### src/ocg_map.svh
`ifndef OCG_MAP_SVH
`define OCG_MAP_SVH

// ----------------------------------------------------------------
// register byte addresses
// ----------------------------------------------------------------
`define OCG_ADDR_OSC_CONTROL  8'h00
`define OCG_ADDR_CLK_STATUS   8'h04
`define OCG_ADDR_IRQ_STATUS   8'h08
`define OCG_ADDR_IRQ_MASK     8'h0C

// ----------------------------------------------------------------
// osc_control fields and reset values
// ----------------------------------------------------------------
`define OCG_BIT_STANDBY       7
`define OCG_BIT_FREQ_SEL      6
`define OCG_BIT_SUPPLY_SEL    5
`define OCG_BIT_DIV_HI        1
`define OCG_BIT_DIV_LO        0
`define OCG_RST_STANDBY       1'b0
`define OCG_RST_FREQ_SEL      1'b1
`define OCG_RST_SUPPLY_SEL    1'b0
`define OCG_RST_DIV_SEL       2'h2
`define OCG_RSVD_BITS         3'h0

// ----------------------------------------------------------------
// status and interrupt fields
// ----------------------------------------------------------------
`define OCG_BIT_SWITCH_STAT   0
`define OCG_IRQ_W             2
`define OCG_IRQ_TO_ONCHIP     0
`define OCG_IRQ_DIV_REFUSED   1

// ----------------------------------------------------------------
// divider terminal counts (ratio minus one)
// ----------------------------------------------------------------
`define OCG_DIV2_LAST         3'h1
`define OCG_DIV4_LAST         3'h3
`define OCG_DIV8_LAST         3'h7

// ----------------------------------------------------------------
// prescaler geometry
// ----------------------------------------------------------------
`define OCG_PRESC_S_W         13
`define OCG_PRESC_W_W         7
`define OCG_PRESC_W_LOW       2

`define OCG_RESP_OKAY         2'h0
`define OCG_RESP_SLVERR       2'h2

`endif

### src/ocg_pkg.sv
package ocg_pkg;

  typedef enum logic [1:0] {
    OCG_WR_IDLE = 2'h1,
    OCG_WR_RESP = 2'h2
  } ocg_wr_state_e;

  typedef enum logic [1:0] {
    OCG_RD_IDLE = 2'h1,
    OCG_RD_RESP = 2'h2
  } ocg_rd_state_e;

  typedef logic [1:0] ocg_div_sel_t;

endpackage

### src/ocg_presc_if.sv
`timescale 1ns/1ps
`default_nettype none

interface ocg_presc_if #(
  parameter int WIDTH = 13
);
  logic             tick;
  logic [WIDTH-1:0] taps;

  modport src (output tick, input taps);
  modport presc (input tick, output taps);
endinterface

`default_nettype wire

### src/ocg_prescaler.sv
`timescale 1ns/1ps
`default_nettype none

// ripple-free binary prescaler; tap k pulses once per 2^(k+1) input ticks
module ocg_prescaler #(
  parameter int WIDTH = 13
) (
  input  wire logic core_clk,
  input  wire logic nrst,
  ocg_presc_if.presc pif
);

  logic [WIDTH-1:0] count;

  always_ff @(posedge core_clk or negedge nrst) begin
    if (!nrst) begin
      count <= '0;
    end else if (pif.tick) begin
      count <= count + 1'b1;
    end
  end

  // tap k fires on the tick that wraps bits k..0
  genvar k;
  generate
    for (k = 0; k < WIDTH; k++) begin : g_tap
      assign pif.taps[k] = pif.tick & (&count[k:0]);
    end
  endgenerate

endmodule

`default_nettype wire

### src/ocg_clock_control.sv
`timescale 1ns/1ps
`default_nettype none
`include "ocg_map.svh"

module ocg_clock_control (
  input  wire logic                           core_clk,
  input  wire logic                           nrst,
  input  wire logic                           s_axi_awvalid,
  output logic                                s_axi_awready,
  input  wire logic [7:0]                     s_axi_awaddr,
  input  wire logic                           s_axi_wvalid,
  output logic                                s_axi_wready,
  input  wire logic [31:0]                    s_axi_wdata,
  input  wire logic [3:0]                     s_axi_wstrb,
  output logic                                s_axi_bvalid,
  input  wire logic                           s_axi_bready,
  output logic [1:0]                          s_axi_bresp,
  input  wire logic                           s_axi_arvalid,
  output logic                                s_axi_arready,
  input  wire logic [7:0]                     s_axi_araddr,
  output logic                                s_axi_rvalid,
  input  wire logic                           s_axi_rready,
  output logic [31:0]                         s_axi_rdata,
  output logic [1:0]                          s_axi_rresp,
  input  wire logic                           ext_clock_active,
  input  wire logic                           ext_osc_in,
  input  wire logic                           sub_clk_in,
  output logic                                osc_system_clock,
  output logic                                fast_timer_clock,
  output logic [`OCG_PRESC_S_W-1:0]           presc_s_ticks,
  output logic [`OCG_PRESC_W_W-`OCG_PRESC_W_LOW-1:0] presc_w_ticks,
  output logic                                osc_standby,
  output logic                                osc_freq_select,
  output logic                                osc_supply_select,
  output logic                                sys_clk_from_ext,
  output logic                                irq
);
  import ocg_pkg::*;

  // ----------------------------------------------------------------
  // declarations
  // ----------------------------------------------------------------
  ocg_wr_state_e          wr_state;
  ocg_rd_state_e          rd_state;
  logic                   aw_got;
  logic                   w_got;
  logic [7:0]             aw_addr_q;
  logic [31:0]            w_data_q;
  logic [3:0]             w_strb_q;
  logic                   wr_fire;
  logic                   standby_q;
  logic                   freq_sel_q;
  logic                   supply_sel_q;
  ocg_div_sel_t           div_sel;
  logic [`OCG_IRQ_W-1:0]  irq_status;
  logic [`OCG_IRQ_W-1:0]  irq_mask;
  logic [`OCG_IRQ_W-1:0]  irq_set;
  logic [`OCG_IRQ_W-1:0]  irq_clr;
  logic [2:0]             pin_s1;
  logic [2:0]             pin_s2;
  logic                   ext_active_prev;
  logic                   ext_osc_prev;
  logic                   sub_clk_prev;
  logic                   switch_status;
  logic                   to_onchip_evt;
  logic                   div_refused_evt;
  logic [2:0]             div_count;
  logic [2:0]             div_last;
  logic                   rc_tick;
  logic                   ext_tick;
  logic                   next_sys_tick;
  logic                   sub_tick;

  ocg_presc_if #(.WIDTH(`OCG_PRESC_S_W)) presc_s_if ();
  ocg_presc_if #(.WIDTH(`OCG_PRESC_W_W)) presc_w_if ();

  // ----------------------------------------------------------------
  // address decode, shared by the write and read paths
  // ----------------------------------------------------------------
  function automatic logic addr_mapped(input logic [7:0] a);
    addr_mapped = (a == `OCG_ADDR_OSC_CONTROL) || (a == `OCG_ADDR_CLK_STATUS) ||
                  (a == `OCG_ADDR_IRQ_STATUS) || (a == `OCG_ADDR_IRQ_MASK);
  endfunction

  function automatic logic [31:0] read_word(input logic [7:0] a);
    read_word = 32'h0000_0000;
    case (a)
      `OCG_ADDR_OSC_CONTROL: read_word = {24'h00_0000, standby_q, freq_sel_q, supply_sel_q,
                                          `OCG_RSVD_BITS, div_sel};
      `OCG_ADDR_CLK_STATUS:  read_word = {31'h0000_0000, switch_status};
      `OCG_ADDR_IRQ_STATUS:  read_word = {30'h0000_0000, irq_status};
      `OCG_ADDR_IRQ_MASK:    read_word = {30'h0000_0000, irq_mask};
      default:               read_word = 32'h0000_0000;
    endcase
  endfunction

  // ----------------------------------------------------------------
  // pin synchronisers
  // ----------------------------------------------------------------
  // bit 0 external clock active, bit 1 external oscillator, bit 2 subclock
  always_ff @(posedge core_clk or negedge nrst) begin
    if (!nrst) begin
      pin_s1 <= 3'h0;
      pin_s2 <= 3'h0;
    end else begin
      pin_s1 <= {sub_clk_in, ext_osc_in, ext_clock_active};
      pin_s2 <= pin_s1;
    end
  end

  always_ff @(posedge core_clk or negedge nrst) begin
    if (!nrst) begin
      ext_active_prev <= 1'b0;
      ext_osc_prev    <= 1'b0;
      sub_clk_prev    <= 1'b0;
    end else begin
      ext_active_prev <= pin_s2[0];
      ext_osc_prev    <= pin_s2[1];
      sub_clk_prev    <= pin_s2[2];
    end
  end

  assign switch_status = pin_s2[0];
  assign ext_tick      = pin_s2[1] & ~ext_osc_prev;
  assign sub_tick      = pin_s2[2] & ~sub_clk_prev;
  // source falls from external back to on-chip
  assign to_onchip_evt = ext_active_prev & ~pin_s2[0];

  // ----------------------------------------------------------------
  // axi4-lite write channel
  // ----------------------------------------------------------------
  // address and data may arrive in either order; both are held until
  // the write is done so the master can release each independently
  assign wr_fire = (wr_state == OCG_WR_IDLE) && aw_got && w_got;

  always_ff @(posedge core_clk or negedge nrst) begin
    if (!nrst) begin
      aw_got    <= 1'b0;
      aw_addr_q <= 8'h00;
    end else if (s_axi_awvalid && s_axi_awready) begin
      aw_got    <= 1'b1;
      aw_addr_q <= s_axi_awaddr;
    end else if (s_axi_bvalid && s_axi_bready) begin
      aw_got    <= 1'b0;
    end
  end

  always_ff @(posedge core_clk or negedge nrst) begin
    if (!nrst) begin
      w_got    <= 1'b0;
      w_data_q <= 32'h0000_0000;
      w_strb_q <= 4'h0;
    end else if (s_axi_wvalid && s_axi_wready) begin
      w_got    <= 1'b1;
      w_data_q <= s_axi_wdata;
      w_strb_q <= s_axi_wstrb;
    end else if (s_axi_bvalid && s_axi_bready) begin
      w_got    <= 1'b0;
    end
  end

  always_ff @(posedge core_clk or negedge nrst) begin
    if (!nrst) begin
      s_axi_awready <= 1'b1;
    end else if (s_axi_awvalid && s_axi_awready) begin
      s_axi_awready <= 1'b0;
    end else if (s_axi_bvalid && s_axi_bready) begin
      s_axi_awready <= 1'b1;
    end
  end

  always_ff @(posedge core_clk or negedge nrst) begin
    if (!nrst) begin
      s_axi_wready <= 1'b1;
    end else if (s_axi_wvalid && s_axi_wready) begin
      s_axi_wready <= 1'b0;
    end else if (s_axi_bvalid && s_axi_bready) begin
      s_axi_wready <= 1'b1;
    end
  end

  always_ff @(posedge core_clk or negedge nrst) begin
    if (!nrst) begin
      wr_state     <= OCG_WR_IDLE;
      s_axi_bvalid <= 1'b0;
      s_axi_bresp  <= `OCG_RESP_OKAY;
    end else begin
      case (wr_state)
        OCG_WR_IDLE: begin
          if (wr_fire) begin
            wr_state     <= OCG_WR_RESP;
            s_axi_bvalid <= 1'b1;
            s_axi_bresp  <= addr_mapped(aw_addr_q) ? `OCG_RESP_OKAY : `OCG_RESP_SLVERR;
          end
        end
        OCG_WR_RESP: begin
          if (s_axi_bready) begin
            wr_state     <= OCG_WR_IDLE;
            s_axi_bvalid <= 1'b0;
          end
        end
        default: begin
          wr_state     <= OCG_WR_IDLE;
          s_axi_bvalid <= 1'b0;
        end
      endcase
    end
  end

  // ----------------------------------------------------------------
  // axi4-lite read channel
  // ----------------------------------------------------------------
  always_ff @(posedge core_clk or negedge nrst) begin
    if (!nrst) begin
      rd_state      <= OCG_RD_IDLE;
      s_axi_arready <= 1'b1;
      s_axi_rvalid  <= 1'b0;
      s_axi_rdata   <= 32'h0000_0000;
      s_axi_rresp   <= `OCG_RESP_OKAY;
    end else begin
      case (rd_state)
        OCG_RD_IDLE: begin
          if (s_axi_arvalid) begin
            rd_state      <= OCG_RD_RESP;
            s_axi_arready <= 1'b0;
            s_axi_rvalid  <= 1'b1;
            s_axi_rdata   <= read_word(s_axi_araddr);
            s_axi_rresp   <= addr_mapped(s_axi_araddr) ? `OCG_RESP_OKAY : `OCG_RESP_SLVERR;
          end
        end
        OCG_RD_RESP: begin
          if (s_axi_rready) begin
            rd_state      <= OCG_RD_IDLE;
            s_axi_arready <= 1'b1;
            s_axi_rvalid  <= 1'b0;
          end
        end
        default: begin
          rd_state      <= OCG_RD_IDLE;
          s_axi_arready <= 1'b1;
          s_axi_rvalid  <= 1'b0;
        end
      endcase
    end
  end

  // ----------------------------------------------------------------
  // oscillator control register
  // ----------------------------------------------------------------
  // reserved bits 4..2 have no storage, so writes there vanish
  always_ff @(posedge core_clk or negedge nrst) begin
    if (!nrst) begin
      standby_q    <= `OCG_RST_STANDBY;
      freq_sel_q   <= `OCG_RST_FREQ_SEL;
      supply_sel_q <= `OCG_RST_SUPPLY_SEL;
    end else if (wr_fire && aw_addr_q == `OCG_ADDR_OSC_CONTROL && w_strb_q[0]) begin
      standby_q    <= w_data_q[`OCG_BIT_STANDBY];
      freq_sel_q   <= w_data_q[`OCG_BIT_FREQ_SEL];
      supply_sel_q <= w_data_q[`OCG_BIT_SUPPLY_SEL];
    end
  end

  // divider field is frozen while the external clock is in charge
  always_ff @(posedge core_clk or negedge nrst) begin
    if (!nrst) begin
      div_sel <= `OCG_RST_DIV_SEL;
    end else if (wr_fire && aw_addr_q == `OCG_ADDR_OSC_CONTROL && w_strb_q[0]
                 && !switch_status) begin
      div_sel <= w_data_q[`OCG_BIT_DIV_HI:`OCG_BIT_DIV_LO];
    end
  end

  assign div_refused_evt = wr_fire && aw_addr_q == `OCG_ADDR_OSC_CONTROL
                           && w_strb_q[0] && switch_status;

  // ----------------------------------------------------------------
  // on-chip divider and clock select
  // ----------------------------------------------------------------
  always_comb begin
    case (div_sel)
      2'h2:    div_last = `OCG_DIV4_LAST;
      2'h3:    div_last = `OCG_DIV8_LAST;
      default: div_last = `OCG_DIV2_LAST;
    endcase
  end

  // compare against the live field so a rewrite acts at once; a count
  // already past the new limit wraps instead of running to 7
  always_ff @(posedge core_clk or negedge nrst) begin
    if (!nrst) begin
      div_count <= 3'h0;
    end else if (standby_q) begin
      div_count <= 3'h0;
    end else if (div_count >= div_last) begin
      div_count <= 3'h0;
    end else begin
      div_count <= div_count + 3'h1;
    end
  end

  assign rc_tick       = !standby_q && (div_count == div_last);
  assign next_sys_tick = switch_status ? ext_tick : rc_tick;

  always_ff @(posedge core_clk or negedge nrst) begin
    if (!nrst) begin
      osc_system_clock <= 1'b0;
      sys_clk_from_ext <= 1'b0;
    end else begin
      osc_system_clock <= next_sys_tick;
      sys_clk_from_ext <= switch_status;
    end
  end

  // undivided oscillator rate, stopped only by standby
  always_ff @(posedge core_clk or negedge nrst) begin
    if (!nrst) begin
      fast_timer_clock <= 1'b0;
    end else begin
      fast_timer_clock <= !standby_q;
    end
  end

  always_ff @(posedge core_clk or negedge nrst) begin
    if (!nrst) begin
      osc_standby       <= `OCG_RST_STANDBY;
      osc_freq_select   <= `OCG_RST_FREQ_SEL;
      osc_supply_select <= `OCG_RST_SUPPLY_SEL;
    end else begin
      osc_standby       <= standby_q;
      osc_freq_select   <= freq_sel_q;
      osc_supply_select <= supply_sel_q;
    end
  end

  // ----------------------------------------------------------------
  // peripheral prescalers
  // ----------------------------------------------------------------
  assign presc_s_if.tick = osc_system_clock;
  assign presc_w_if.tick = sub_tick;

  ocg_prescaler #(.WIDTH(`OCG_PRESC_S_W)) u_presc_s (
    .core_clk (core_clk),
    .nrst     (nrst),
    .pif      (presc_s_if.presc)
  );

  ocg_prescaler #(.WIDTH(`OCG_PRESC_W_W)) u_presc_w (
    .core_clk (core_clk),
    .nrst     (nrst),
    .pif      (presc_w_if.presc)
  );

  always_ff @(posedge core_clk or negedge nrst) begin
    if (!nrst) begin
      presc_s_ticks <= '0;
      presc_w_ticks <= '0;
    end else begin
      presc_s_ticks <= presc_s_if.taps;
      presc_w_ticks <= presc_w_if.taps[`OCG_PRESC_W_W-1:`OCG_PRESC_W_LOW];
    end
  end

  // ----------------------------------------------------------------
  // interrupt status and mask
  // ----------------------------------------------------------------
  assign irq_set = {div_refused_evt, to_onchip_evt};
  assign irq_clr = (wr_fire && aw_addr_q == `OCG_ADDR_IRQ_STATUS && w_strb_q[0])
                   ? w_data_q[`OCG_IRQ_W-1:0] : '0;

  // set beats clear so an event in the clearing cycle is kept
  always_ff @(posedge core_clk or negedge nrst) begin
    if (!nrst) begin
      irq_status <= '0;
    end else begin
      irq_status <= (irq_status & ~irq_clr) | irq_set;
    end
  end

  always_ff @(posedge core_clk or negedge nrst) begin
    if (!nrst) begin
      irq_mask <= '0;
    end else if (wr_fire && aw_addr_q == `OCG_ADDR_IRQ_MASK && w_strb_q[0]) begin
      irq_mask <= w_data_q[`OCG_IRQ_W-1:0];
    end
  end

  always_ff @(posedge core_clk or negedge nrst) begin
    if (!nrst) begin
      irq <= 1'b0;
    end else begin
      irq <= |(irq_status & irq_mask);
    end
  end

endmodule

`default_nettype wire

### config.mk
export PLATFORM = sky130hd
export DESIGN_NAME = ocg_clock_control
export DESIGN_NICKNAME = d
export VERILOG_FILES = /design/src/ocg_pkg.sv /design/src/ocg_presc_if.sv /design/src/ocg_prescaler.sv /design/src/ocg_clock_control.sv
export VERILOG_INCLUDE_DIRS = /design/src
export SDC_FILE = /design/constraint.sdc
export NUM_CORES = 1
export LEC_CHECK = 0
export BUFFER_PORTS_ARGS = -buffer_cell sky130_fd_sc_hd__buf_2
export CAP_MARGIN = 20
export CORE_ASPECT_RATIO = 1.1
export CORE_MARGIN = 5
export CORE_UTILIZATION = 40
export DETAILED_ROUTE_END_ITERATION = 12
export HOLD_SLACK_MARGIN = 0.12
export PLACE_DENSITY_LB_ADDON = 0.2
export SLEW_MARGIN = 20
export SYNTH_ARGS = -nofsm -noshare
export SYNTH_HDL_FRONTEND = slang
export SYNTH_SLANG_ARGS = --single-unit
### constraint.sdc
create_clock -name core_clk -period 4.1 [get_ports core_clk]
set_clock_uncertainty 0.05 [all_clocks]
set_input_delay 0.82 -clock core_clk [delete_from_list [all_inputs] [get_ports core_clk]]
set_output_delay 0.82 -clock core_clk [all_outputs]
set_load 0.05 [all_outputs]
==> results of run 1 <==
## final cells by class
class	count	area share, %
clock buffer	10	2.830
clock inverter	6	2.081
sequential	94	52.36
multi-input combinational	202	30.63
tap	117	3.246
inverter	11	0.9157
timing repair buffer	70	7.936
## Yosys cell counts, drive strengths merged (2+ instances only)
| cell type | n |
|---|---|
| ha | 10 |
| nand2b | 3 |
| nor2b | 3 |
| nand2 | 36 |
| nor4 | 10 |
| nor2 | 10 |
| xnor2 | 5 |
| o21ai | 8 |
| dfstp | 7 |
| a21oi | 3 |
| xor2 | 9 |
| mux2i | 3 |
| nand3 | 8 |
| and3 | 5 |
| o21a | 2 |
| and2 | 11 |
| buf | 29 |
| inv | 11 |
| mux2 | 25 |
| nor3 | 3 |
| dfrtp | 87 |
| nand4 | 5 |
## cells by family (layout without fill, tap and decap cells)
group	after synthesis	after routing
AOI/OAI and AO/OA	17	17
other	1	29
muxes	29	29
and+or+nand+nor	103	103
buffers and inverters	41	97
DFF	94	94
xor gates and xnor gates	14	14
adders and majority gates	10	10
## report_power, final
group | leakage (nW) | internal (W) | total, W | switching, W
Sequential | 1.19 | 0.00115 | 0.00132 | 0.000173
Clock | 0.113 | 0.000351 | 0.000675 | 0.000325
Combinational | 1.01 | 0.000258 | 0.000696 | 0.000438
Total | 2.31 | 0.00175 | 0.00269 | 0.000937
## path summary, 6_finish.rpt
check | start | slack, ns | cells past startpoint | endpoint
max reg2reg | wr_state[0] | 2.13 | 3 | standby_q
min reg2reg | pin_s1[2] | 0.31 | 0 | pin_s2[2]
min | pin_s1[2] | 0.31 | 0 | pin_s2[2]
max in group asynchronous | nrst | 2.83 | 2 | div_sel[1]
max | osc_system_clock | 1.90 | 1 | osc_system_clock
min in group asynchronous | nrst | 0.32 | 1 | presc_s_ticks[4]
## metal layers
| layer | share of wire (%) | GRT usage [%] |
|---|---|---|
| met4 | 1.5 | 4.836 |
| met1 | 44 | 14.89 |
| met2 | 48 | 18.54 |
| met3 | 6.3 | 3.509 |
| met5 | 0 | 0 |
## stage by stage
stage	utilization [%]	hold slack (ns)	setup WS, ns
after floorplan	-	0.2812	2.090
after global placement	45.40	0.2852	2.154
after detailed placement	45.40	0.2863	2.113
after CTS	47.75	0.3074	1.856
after global routing	47.75	0.3292	1.784
final	47.75	0.3056	1.899
## registers in the layout (all words and copies together), names as in the netlist, 2 cells and up
signal and count:
u_presc_w.count 7, aw_addr_q 8, irq_mask 2, pin_s1 3, w_data_q 5, presc_s_ticks 13, u_presc_s.count 13, div_count 3
irq_status 2, s_axi_rdata 5, pin_s2 3, div_sel 2, presc_w_ticks 5
==> metrics.md, run 1 <==
| Metric | Value |
|---|---|
| Status | `finished, final reports clean` |
| Most common cell after layout, fill and taps aside | `dfrtp_1` |
| Startpoint Class | `register` |
| CTS tree | `built` |
| Pwr dens | `596.6 mW/mm2` |
| Critical Path RT | `3.23 ns` |
| # setup viols final | `0` |
| Asr flop ratio synth | `100.0%` |
| Fillers | `901` |
| Highest-count cells in the layout ignoring fill and taps | `87 x dfrtp_1, 67 x buf_2, 36 x nand2_1` |
| Root buf cell | `clkbuf_8` |
| Final instance area | `0.004509 mm2` |
| DR WL/cell | `12.94 um` |
| Vias post-DR | `2379` |
| Cell variety after synth | `40` |
| Synth Area in Compound Gates | `2.599%` |
| Max_cap viols | `0` |
| Delay-heaviest family, CP | `flip-flops` |
| DRC Markers | `0` |
| Starting Density | `41.30%` |
| Post-synthesis adder-cell area fraction | `3.208%` |
| Grt ovf | `0` |
| Number of global-route vias before repair | `2417` |
| Simple-Gate Fraction of Synth Area | `15.11%` |
| Setup TNS | `0 ns` |
| Worst-Margin Slew | `0.5483 ns` |
| FMAX | `0.4543 GHz` |
| Hold Crit Class | `register to register` |
| CTS H-tree lvls | `3` |
| Post-Route WL | `6.597 mm` |
| Slowest CP cell | `dfrtp_1` |
| Avg Cell Area, Syn | `12.62 um2` |
| # rows | `37` |
| WP buf/inv | `1` |
| Pwr Total | `0.002690 W` |
| Largest net degree at the start of global routing | `40` |
| Dpl cell area | `0.004288 mm2` |
| Synthesized instance count | `309` |
| Max stage delay on crit path | `0.63 ns` |
| Mux cell area share after synthesis | `8.566%` |
| VDD IR max | `0.0002551 V` |
| Drt first pass iters | `4` |
| Layout cells sized above 1 | `32.06%` |
| Tmin final | `2.201 ns` |
| Final Hold Viols | `0` |
| # diodes | `0` |
| Mapped Area | `0.003900 mm2` |
| Worst slew margin | `63.25%` |
| CTS sink cnt | `94` |
| Die Height | `113.6 um` |
| Crit path DAT | `1.33 ns` |
| Sequential share of the synthesized area | `60.54%` |
| Clock-pin slew of the registers on the worst-case setup and hold paths | `0.09 ns` |
| RSZ-0062 raised after global routing | `false` |
| Area share of the largest cell type after synthesis | `55.82%` |
| Largest family of logic cells by synthesized area | `simple AND/OR/NAND/NOR gates` |
| Yosys Warn Count | `0` |
| Setup Fix Bufs, Post-CTS | `0` |
| Port Buffers | `68` |
| Global-route wire length before repair | `11.43 mm` |
| Non-Filler Instances | `510` |
| CTS max path bufs | `2` |
| Vias per cell | `4.665` |
| Yosys top cell by area | `dfrtp_1` |
| Routed Antenna Nets | `0` |
| Largest cells by area after synthesis | `dfrtp_1 56%, mux2_2 7.2%, buf_4 5.6%` |
| Worst setup EP type | `primary output` |
| CP Class | `register to primary output` |
| Synthesized flop and latch total | `94` |
| Fin nets | `460` |
| Ys flop type | `dfrtp_1` |
| Initial antenna violation count | `0` |
| # hold bufs at CTS | `0` |
| Global Route Usage Sum | `11.65%` |
| Die ar. | `0.01183 mm2` |
| Post-synth EDFFs | `0` |
| Crit-path cells | `buf_2` |
| Multi-input logic area | `0.001381 mm2` |
| Resized Gates After CTS | `0` |
| Worst skew pair latency | `0.35 ns` |
| RD Place Congestion | `0.7561` |
| Die width | `104.1 um` |
| Leakage | `2.313 nW` |
| CP max FO | `16` |
| DP Wirelength | `4.946 mm` |
| 1st-iter DRT viols | `38` |
| Layout area overhead | `15.62%` |
| Synth Area in XOR/XNOR | `3.144%` |
| Ports | `128` |
| Pins Over Slew Limit | `0` |
| Tcrit/Tclk final | `53.69%` |
| Core box area | `0.009444 mm2` |
| Dpl cells | `494` |
| Seq. cell area | `0.002361 mm2` |
| Clock buffer count from CTS | `9` |
Note: power is estimated with default switching activity, not from simulation.
==> inputs of run 2 (changes only) <==
--- a/config.mk
+++ b/config.mk
@@ -6,6 +6,7 @@
 export SDC_FILE = /design/constraint.sdc
 export NUM_CORES = 1
 export LEC_CHECK = 0
+export ABC_AREA = 1
 export BUFFER_PORTS_ARGS = -buffer_cell sky130_fd_sc_hd__buf_2
 export CAP_MARGIN = 20
 export CORE_ASPECT_RATIO = 1.1
==> constraint.sdc (replaced) <==
create_clock -name core_clk -period 1.8 [get_ports core_clk]
set_clock_uncertainty 0.05 [all_clocks]
set_input_delay 0.36 -clock core_clk [delete_from_list [all_inputs] [get_ports core_clk]]
set_output_delay 0.36 -clock core_clk [all_outputs]
set_load 0.05 [all_outputs]
==> run 2 against run 1 <==
Total power is 110% higher. Sequential share of layout area shrank 0.83 points. Clock power is 110% higher. Via count rose by 8.9%. Largest power group unchanged. Utilization decreased by 0.74 points. Cell count is 16% higher. Non-clock buffer count increased by 6. Sequential power grew 120%. Final area rose by 1.6%. Wire length increased by 3.2%. Count of clock-buffer cells in the layout increased by 3. Combinational power increased by 120%.
==> metrics.md, run 2 <==
| Metric | Value |
|---|---|
| DP Wirelength | `5.055 mm` |
| Simple-Gate Fraction of Synth Area | `17.15%` |
| Fillers | `947` |
| Ports | `128` |
| Crit-path cells | `buf_2` |
| Leakage | `2.569 nW` |
| Die Height | `113.9 um` |
| Most frequent cell after synthesis | `dfrtp_1` |
| Post-synth EDFFs | `0` |
| Max stage delay on crit path | `0.56 ns` |
| Sequential share of the synthesized area | `60.15%` |
| RD Place Congestion | `0.7535` |
| Layout area overhead | `16.74%` |
| Final Hold Viols | `0` |
| Worst setup EP type | `primary output` |
| Global Route Usage Sum | `11.92%` |
| Critical Path RT | `1.39 ns` |
| Cell variety after synth | `32` |
| DR WL/cell | `11.50 um` |
| Layout cells sized above 1 | `23.52%` |
| Max_cap viols | `0` |
| Flop2flop setup slack | `0.25 ns` |
| 1st-iter DRT viols | `87` |
| Post-synthesis adder-cell area fraction | `3.188%` |
| Setup Fix Bufs, Post-CTS | `0` |
| Yosys Warn Count | `0` |
| Vias post-DR | `2591` |
| VDD IR max | `0.0006406 V` |
| Crit path DAT | `1.16 ns` |
| # rows | `38` |
| Asr flop ratio synth | `100.0%` |
| Largest registers | `presc_s_ticks: 13 flops, u_presc_s.count: 13 flops, aw_addr_q: 8 flops` |
| Mapped Area | `0.003925 mm2` |
| Worst skew pair latency | `0.35 ns` |
| Tcrit/Tclk final | `87.13%` |
| Setup TNS | `0 ns` |
| Yosys top cell by area | `dfrtp_1` |
| Clock buffer count from CTS | `9` |
| DRC Markers | `0` |
| Hold Crit Class | `primary input to register` |
| Startpoint Class | `register` |
| Port Buffers | `68` |
| Grt ovf | `0` |
| CTS tree | `built` |
| Avg Cell Area, Syn | `10.22 um2` |
| Most common cell after layout, fill and taps aside | `dfrtp_1` |
| Die width | `104.5 um` |
| Status | `finished, final reports clean` |
| Core box area | `0.009747 mm2` |
| Fin nets | `539` |
| Global-route wire length before repair | `11.55 mm` |
| Largest family of logic cells by synthesized area | `simple AND/OR/NAND/NOR gates` |
| Vias per cell | `4.377` |
| # diodes | `0` |
| CP max FO | `3` |
| Final hold slack | `0.1874 ns` |
| Routed Antenna Nets | `0` |
| Synth Area in XOR/XNOR | `2.678%` |
| Delay-heaviest family, CP | `flip-flops` |
| Pins Over Slew Limit | `0` |
| FMAX | `0.6376 GHz` |
| RSZ-0062 raised after global routing | `false` |
| # hold bufs at CTS | `4` |
| Synthesized instance count | `384` |
| WP buf/inv | `1` |
| # setup viols final | `0` |
| Tmin final | `1.568 ns` |
| Largest cells by area after synthesis | `dfrtp_1 55%, nand2_1 7.2%, buf_4 5.5%` |
| Resized Gates After CTS | `0` |
| CTS H-tree lvls | `3` |
| Highest-count cells in the layout ignoring fill and taps | `87 x dfrtp_1, 75 x nand2_1, 67 x buf_2` |
| Starting Density | `40.27%` |
| Synthesized flop and latch total | `94` |
| Die ar. | `0.01190 mm2` |
| Pwr dens | `1257 mW/mm2` |
| Clock-pin slew of the registers on the worst-case setup and hold paths | `0.08 ns` |
| Largest net degree at the start of global routing | `32` |
| Mux cell area share after synthesis | `2.008%` |
| Post-Route WL | `6.809 mm` |
| Area share of the largest cell type after synthesis | `55.47%` |
| Drt first pass iters | `4` |
| CP Class | `register to primary output` |
| Root buf cell | `clkbuf_8` |
| Synth cell count leaders | `87 x dfrtp_1, 75 x nand2_1, 54 x inv_1` |
| Slowest CP cell | `dfstp_2` |
| Synth Area in Compound Gates | `3.507%` |
| Ys flop type | `dfrtp_1` |
| Number of global-route vias before repair | `2564` |
| CTS max path bufs | `2` |
| CTS sink cnt | `94` |
| Initial antenna violation count | `0` |
run 2: routing by layer:
metal | global-route usage (%) | up-vias | wire [um]
li1 | - | 1302 | -
met1 | 15.01 | 1221 | 3017
met2 | 18.72 | 60 | 3251
met3 | 3.905 | 8 | 464
met4 | 5.440 | 0 | 76
met5 | 0 | - | 0
run 2: area by class of cell:
type	count	area (um2)	area share, %
Sequential cell	94	2361	51.53
Multi-Input combinational cell	232	1229	26.82
Timing Repair Buffer	76	437.9	9.558
Inverter	54	202.7	4.424
Clock buffer	13	158.9	3.468
Tap cell	120	150.1	3.277
Clock inverter	3	42.54	0.9285
run 2: cells by family (layout without fill, tap and decap cells):
group,Yosys count,after routing
simple gates,149,149
flops,94,94
buf+inv,86,146
compound gates,25,25
xor+xnor,12,12
fa+ha+maj,10,10
mux,7,7
other cells,1,29
run 2: power by group:
group | internal, W | switching (W)
clock | 0.000718 | 0.000676
sequential | 0.00257 | 0.000285
combinational | 0.000477 | 0.00103
total | 0.00377 | 0.00199
run 2: through the flow:
stage	area [um2]	setup slack, ns	power (W)	util [%]	std cells
final	4582	0.2317	0.005758	47.01	592
after global routing	4582	0.1419	0.006170	47.01	592
after CTS	4582	0.2028	0.005864	47.01	592
after detailed placement	4340	0.2486	0.004427	44.53	572
after global placement	4340	0.2905	0.004368	44.53	572
after floorplan	4030	0.2720	0.004090	-	412
run 2: worst paths after layout:
check	from	endpoint	depth (start not counted)
setup reg to reg	u_presc_s.count[0]	u_presc_s.count[8]	6
max in group asynchronous	nrst	rd_state[0]	3
min in group asynchronous	nrst	fast_timer_clock	2
hold reg to reg	pin_s1[2]	pin_s2[2]	0
hold / removal	s_axi_bready	s_axi_bvalid	2
setup / recovery	s_axi_awready	s_axi_awready	1
==> inputs of run 3 (changes only) <==
--- a/config.mk
+++ b/config.mk
@@ -7,15 +7,14 @@
 export NUM_CORES = 1
 export LEC_CHECK = 0
 export ABC_AREA = 1
-export BUFFER_PORTS_ARGS = -buffer_cell sky130_fd_sc_hd__buf_2
 export CAP_MARGIN = 20
 export CORE_ASPECT_RATIO = 1.1
 export CORE_MARGIN = 5
 export CORE_UTILIZATION = 40
 export DETAILED_ROUTE_END_ITERATION = 12
+export DONT_BUFFER_PORTS = 1
 export HOLD_SLACK_MARGIN = 0.12
 export PLACE_DENSITY_LB_ADDON = 0.2
-export SLEW_MARGIN = 20
 export SYNTH_ARGS = -nofsm -noshare
 export SYNTH_HDL_FRONTEND = slang
 export SYNTH_SLANG_ARGS = --single-unit
==> run 3 against run 2 <==
The run now ends with negative hold slack left. Global-route usage shrank 0.48 points. Register-to-register slack improved by 0.03 ns. Clock power is 9% lower. Worst setup slack improved by 0.044 ns. Total power is 3.7% lower. Die area did not move. Wire length down 4.8%. Largest power group unchanged.
==> metrics.md, run 3 (same netlist as run 2, synthesis figures left out) <==
| Metric | Value |
|---|---|
| Status | `complete, but fails checks` |
| Failing checks | `negative hold slack` |
| Crit path DAT | `1.72 ns` |
| Fillers | `902` |
| CTS tree | `built` |
| Hold Crit Class | `primary input to async pin` |
| Largest net degree at the start of global routing | `95` |
| Core box area | `0.009747 mm2` |
| Die Height | `113.9 um` |
| Layout area overhead | `11.00%` |
| Routed Antenna Nets | `0` |
| DRC Markers | `0` |
| Worst reg2reg startpoint | `u_presc_s.count[0]` |
| Resized Gates After CTS | `0` |
| Die width | `104.5 um` |
| CP max FO | `3` |
| Worst setup EP type | `register` |
| Clock buffer count from CTS | `9` |
| Grt ovf | `0` |
| Vias post-DR | `2367` |
| Slowest CP cell | `dfrtp_1` |
| Clock network power share | `22.7%` |
| Ports | `128` |
| DR WL/cell | `11.96 um` |
| Port Buffers | `0` |
| Max_cap viols | `0` |
| Pwr dens | `1273 mW/mm2` |
| CTS sink cnt | `94` |
| Layout cells sized above 1 | `10.43%` |
| CTS max path bufs | `2` |
| # setup viols final | `0` |
| Flop pwr share | `54.1%` |
| Tmin final | `1.524 ns` |
| Leakage | `2.315 nW` |
| Largest registers | `presc_s_ticks: 13 flops, u_presc_s.count: 13 flops, aw_addr_q: 8 flops` |
| Critical Path RT | `1.99 ns` |
| Final hold slack | `-0.3530 ns` |
| 1st-iter DRT viols | `103` |
| RSZ-0062 raised after global routing | `false` |
| Setup Fix Bufs, Post-CTS | `0` |
| Worst Setup SP | `u_presc_s.count[0]` |
| Root buf cell | `clkbuf_8` |
| Pins Over Slew Limit | `0` |
| CTS H-tree lvls | `3` |
| Global Route Usage Sum | `11.44%` |
| FMAX | `0.6562 GHz` |
| Clock-pin slew of the registers on the worst-case setup and hold paths | `0.08 ns` |
| Die ar. | `0.01190 mm2` |
| Crit-path cells | `ha_1 > nand3_1 > nor3_1 > ha_1 > nand2_1 > nand2_1` |
| Switch Pwr | `0.001932 W` |
| Fin nets | `489` |
| Starting Density | `40.27%` |
| Worst slack, placed | `0.2622 ns` |
| # rows | `38` |
| Internal power | `0.003612 W` |
| Flop2flop setup slack | `0.28 ns` |
| Tcrit/Tclk final | `84.66%` |
| Number of global-route vias before repair | `2307` |
| Final Hold Viols | `94` |
| Post-route worst setup slack | `0.2761 ns` |
| R2R depth | `6` |
| Setup TNS | `0 ns` |
| Pwr Total | `0.005545 W` |
| Post-Route WL | `6.482 mm` |
| Global-route wire length before repair | `10.92 mm` |
| Vias per cell | `4.367` |
| Drt first pass iters | `4` |
| VDD IR max | `0.0008784 V` |
| Initial antenna violation count | `0` |
| CP Class | `register to register` |
| Sw Share | `34.85%` |
| Comb power frac | `23.1%` |
| Startpoint Class | `register` |
| Reg-to-Reg End | `u_presc_s.count[8]` |
| # hold bufs at CTS | `19` |
| Highest-count cells in the layout ignoring fill and taps | `87 x dfrtp_1, 75 x nand2_1, 54 x inv_1` |
| Max stage delay on crit path | `0.41 ns` |
| # diodes | `0` |
| RD Place Congestion | `0.7408` |
| Most common cell after layout, fill and taps aside | `dfrtp_1` |
| Worst skew pair latency | `0.35 ns` |
| Post-layout util | `44.70%` |
| DP Wirelength | `4.582 mm` |
[run 3: cell types whose count changed in the layout (fill, tap and decap cells not counted), sizes merged]
cell	delta
buf	-65
dlygate4sd3	+15
clkbuf	+2
bufinv	-1
clkinvlp	-1
[run 3: how the worst max path moves through the flow]
stage                          endpoint  slack, ns  cells after the start
CTS                 u_presc_s.count[12]       0.25                      6
global route         u_presc_s.count[8]       0.13                      6
detailed placement  u_presc_s.count[12]       0.26                      6
floorplan            u_presc_s.count[9]       0.27                      7
finish               u_presc_s.count[8]       0.28                      6
global placement    u_presc_s.count[12]       0.28                      6
[run 3: cell type report]
cell class	instances	area, um2	area share, %
Clock buffer	15	166.4	3.820
Clock inverter	1	5.005	0.1149
Inverter	54	202.7	4.652
Multi-Input combinational cell	232	1229	28.20
Sequential cell	94	2361	54.19
Tap cell	120	150.1	3.446
Timing Repair Buffer	26	242.7	5.572
[run 3: layer usage]
metal	share of wire, %	GRT usage, %	up-vias	wire length (um)
met5	0	0	-	0
met4	1.9	5.959	0	125
met3	6.6	3.848	11	431
met2	46	17.45	54	2971
met1	46	14.48	1096	2953
li1	-	-	1206	-
[run 3: metrics by stage]
step / area, um2 / cells
after floorplan: 4030 / 412
after global placement: 3995 / 507
after detailed placement: 3995 / 507
after CTS: 4357 / 542
after global routing: 4357 / 542
final: 4357 / 542
[run 3: power by group through the flow]
stage | clock network, W | logic, W | registers, W
after detailed placement | 0 | 0.00127 | 0.00305
after global routing | 0.00142 | 0.00147 | 0.00307
after CTS | 0.00134 | 0.00130 | 0.00301
after floorplan | 0 | 0.000934 | 0.00316
after global placement | 0 | 0.00124 | 0.00304
final | 0.00126 | 0.00128 | 0.00300
[run 3: worst max-delay path, delay by kind of cell (launching register included)]
| kind | cells | cell delay [ns] |
|---|---|---|
| and+or+nand+nor | 4 | 0.49 |
| adders and majority gates | 2 | 0.47 |
| DFF | 1 | 0.41 |
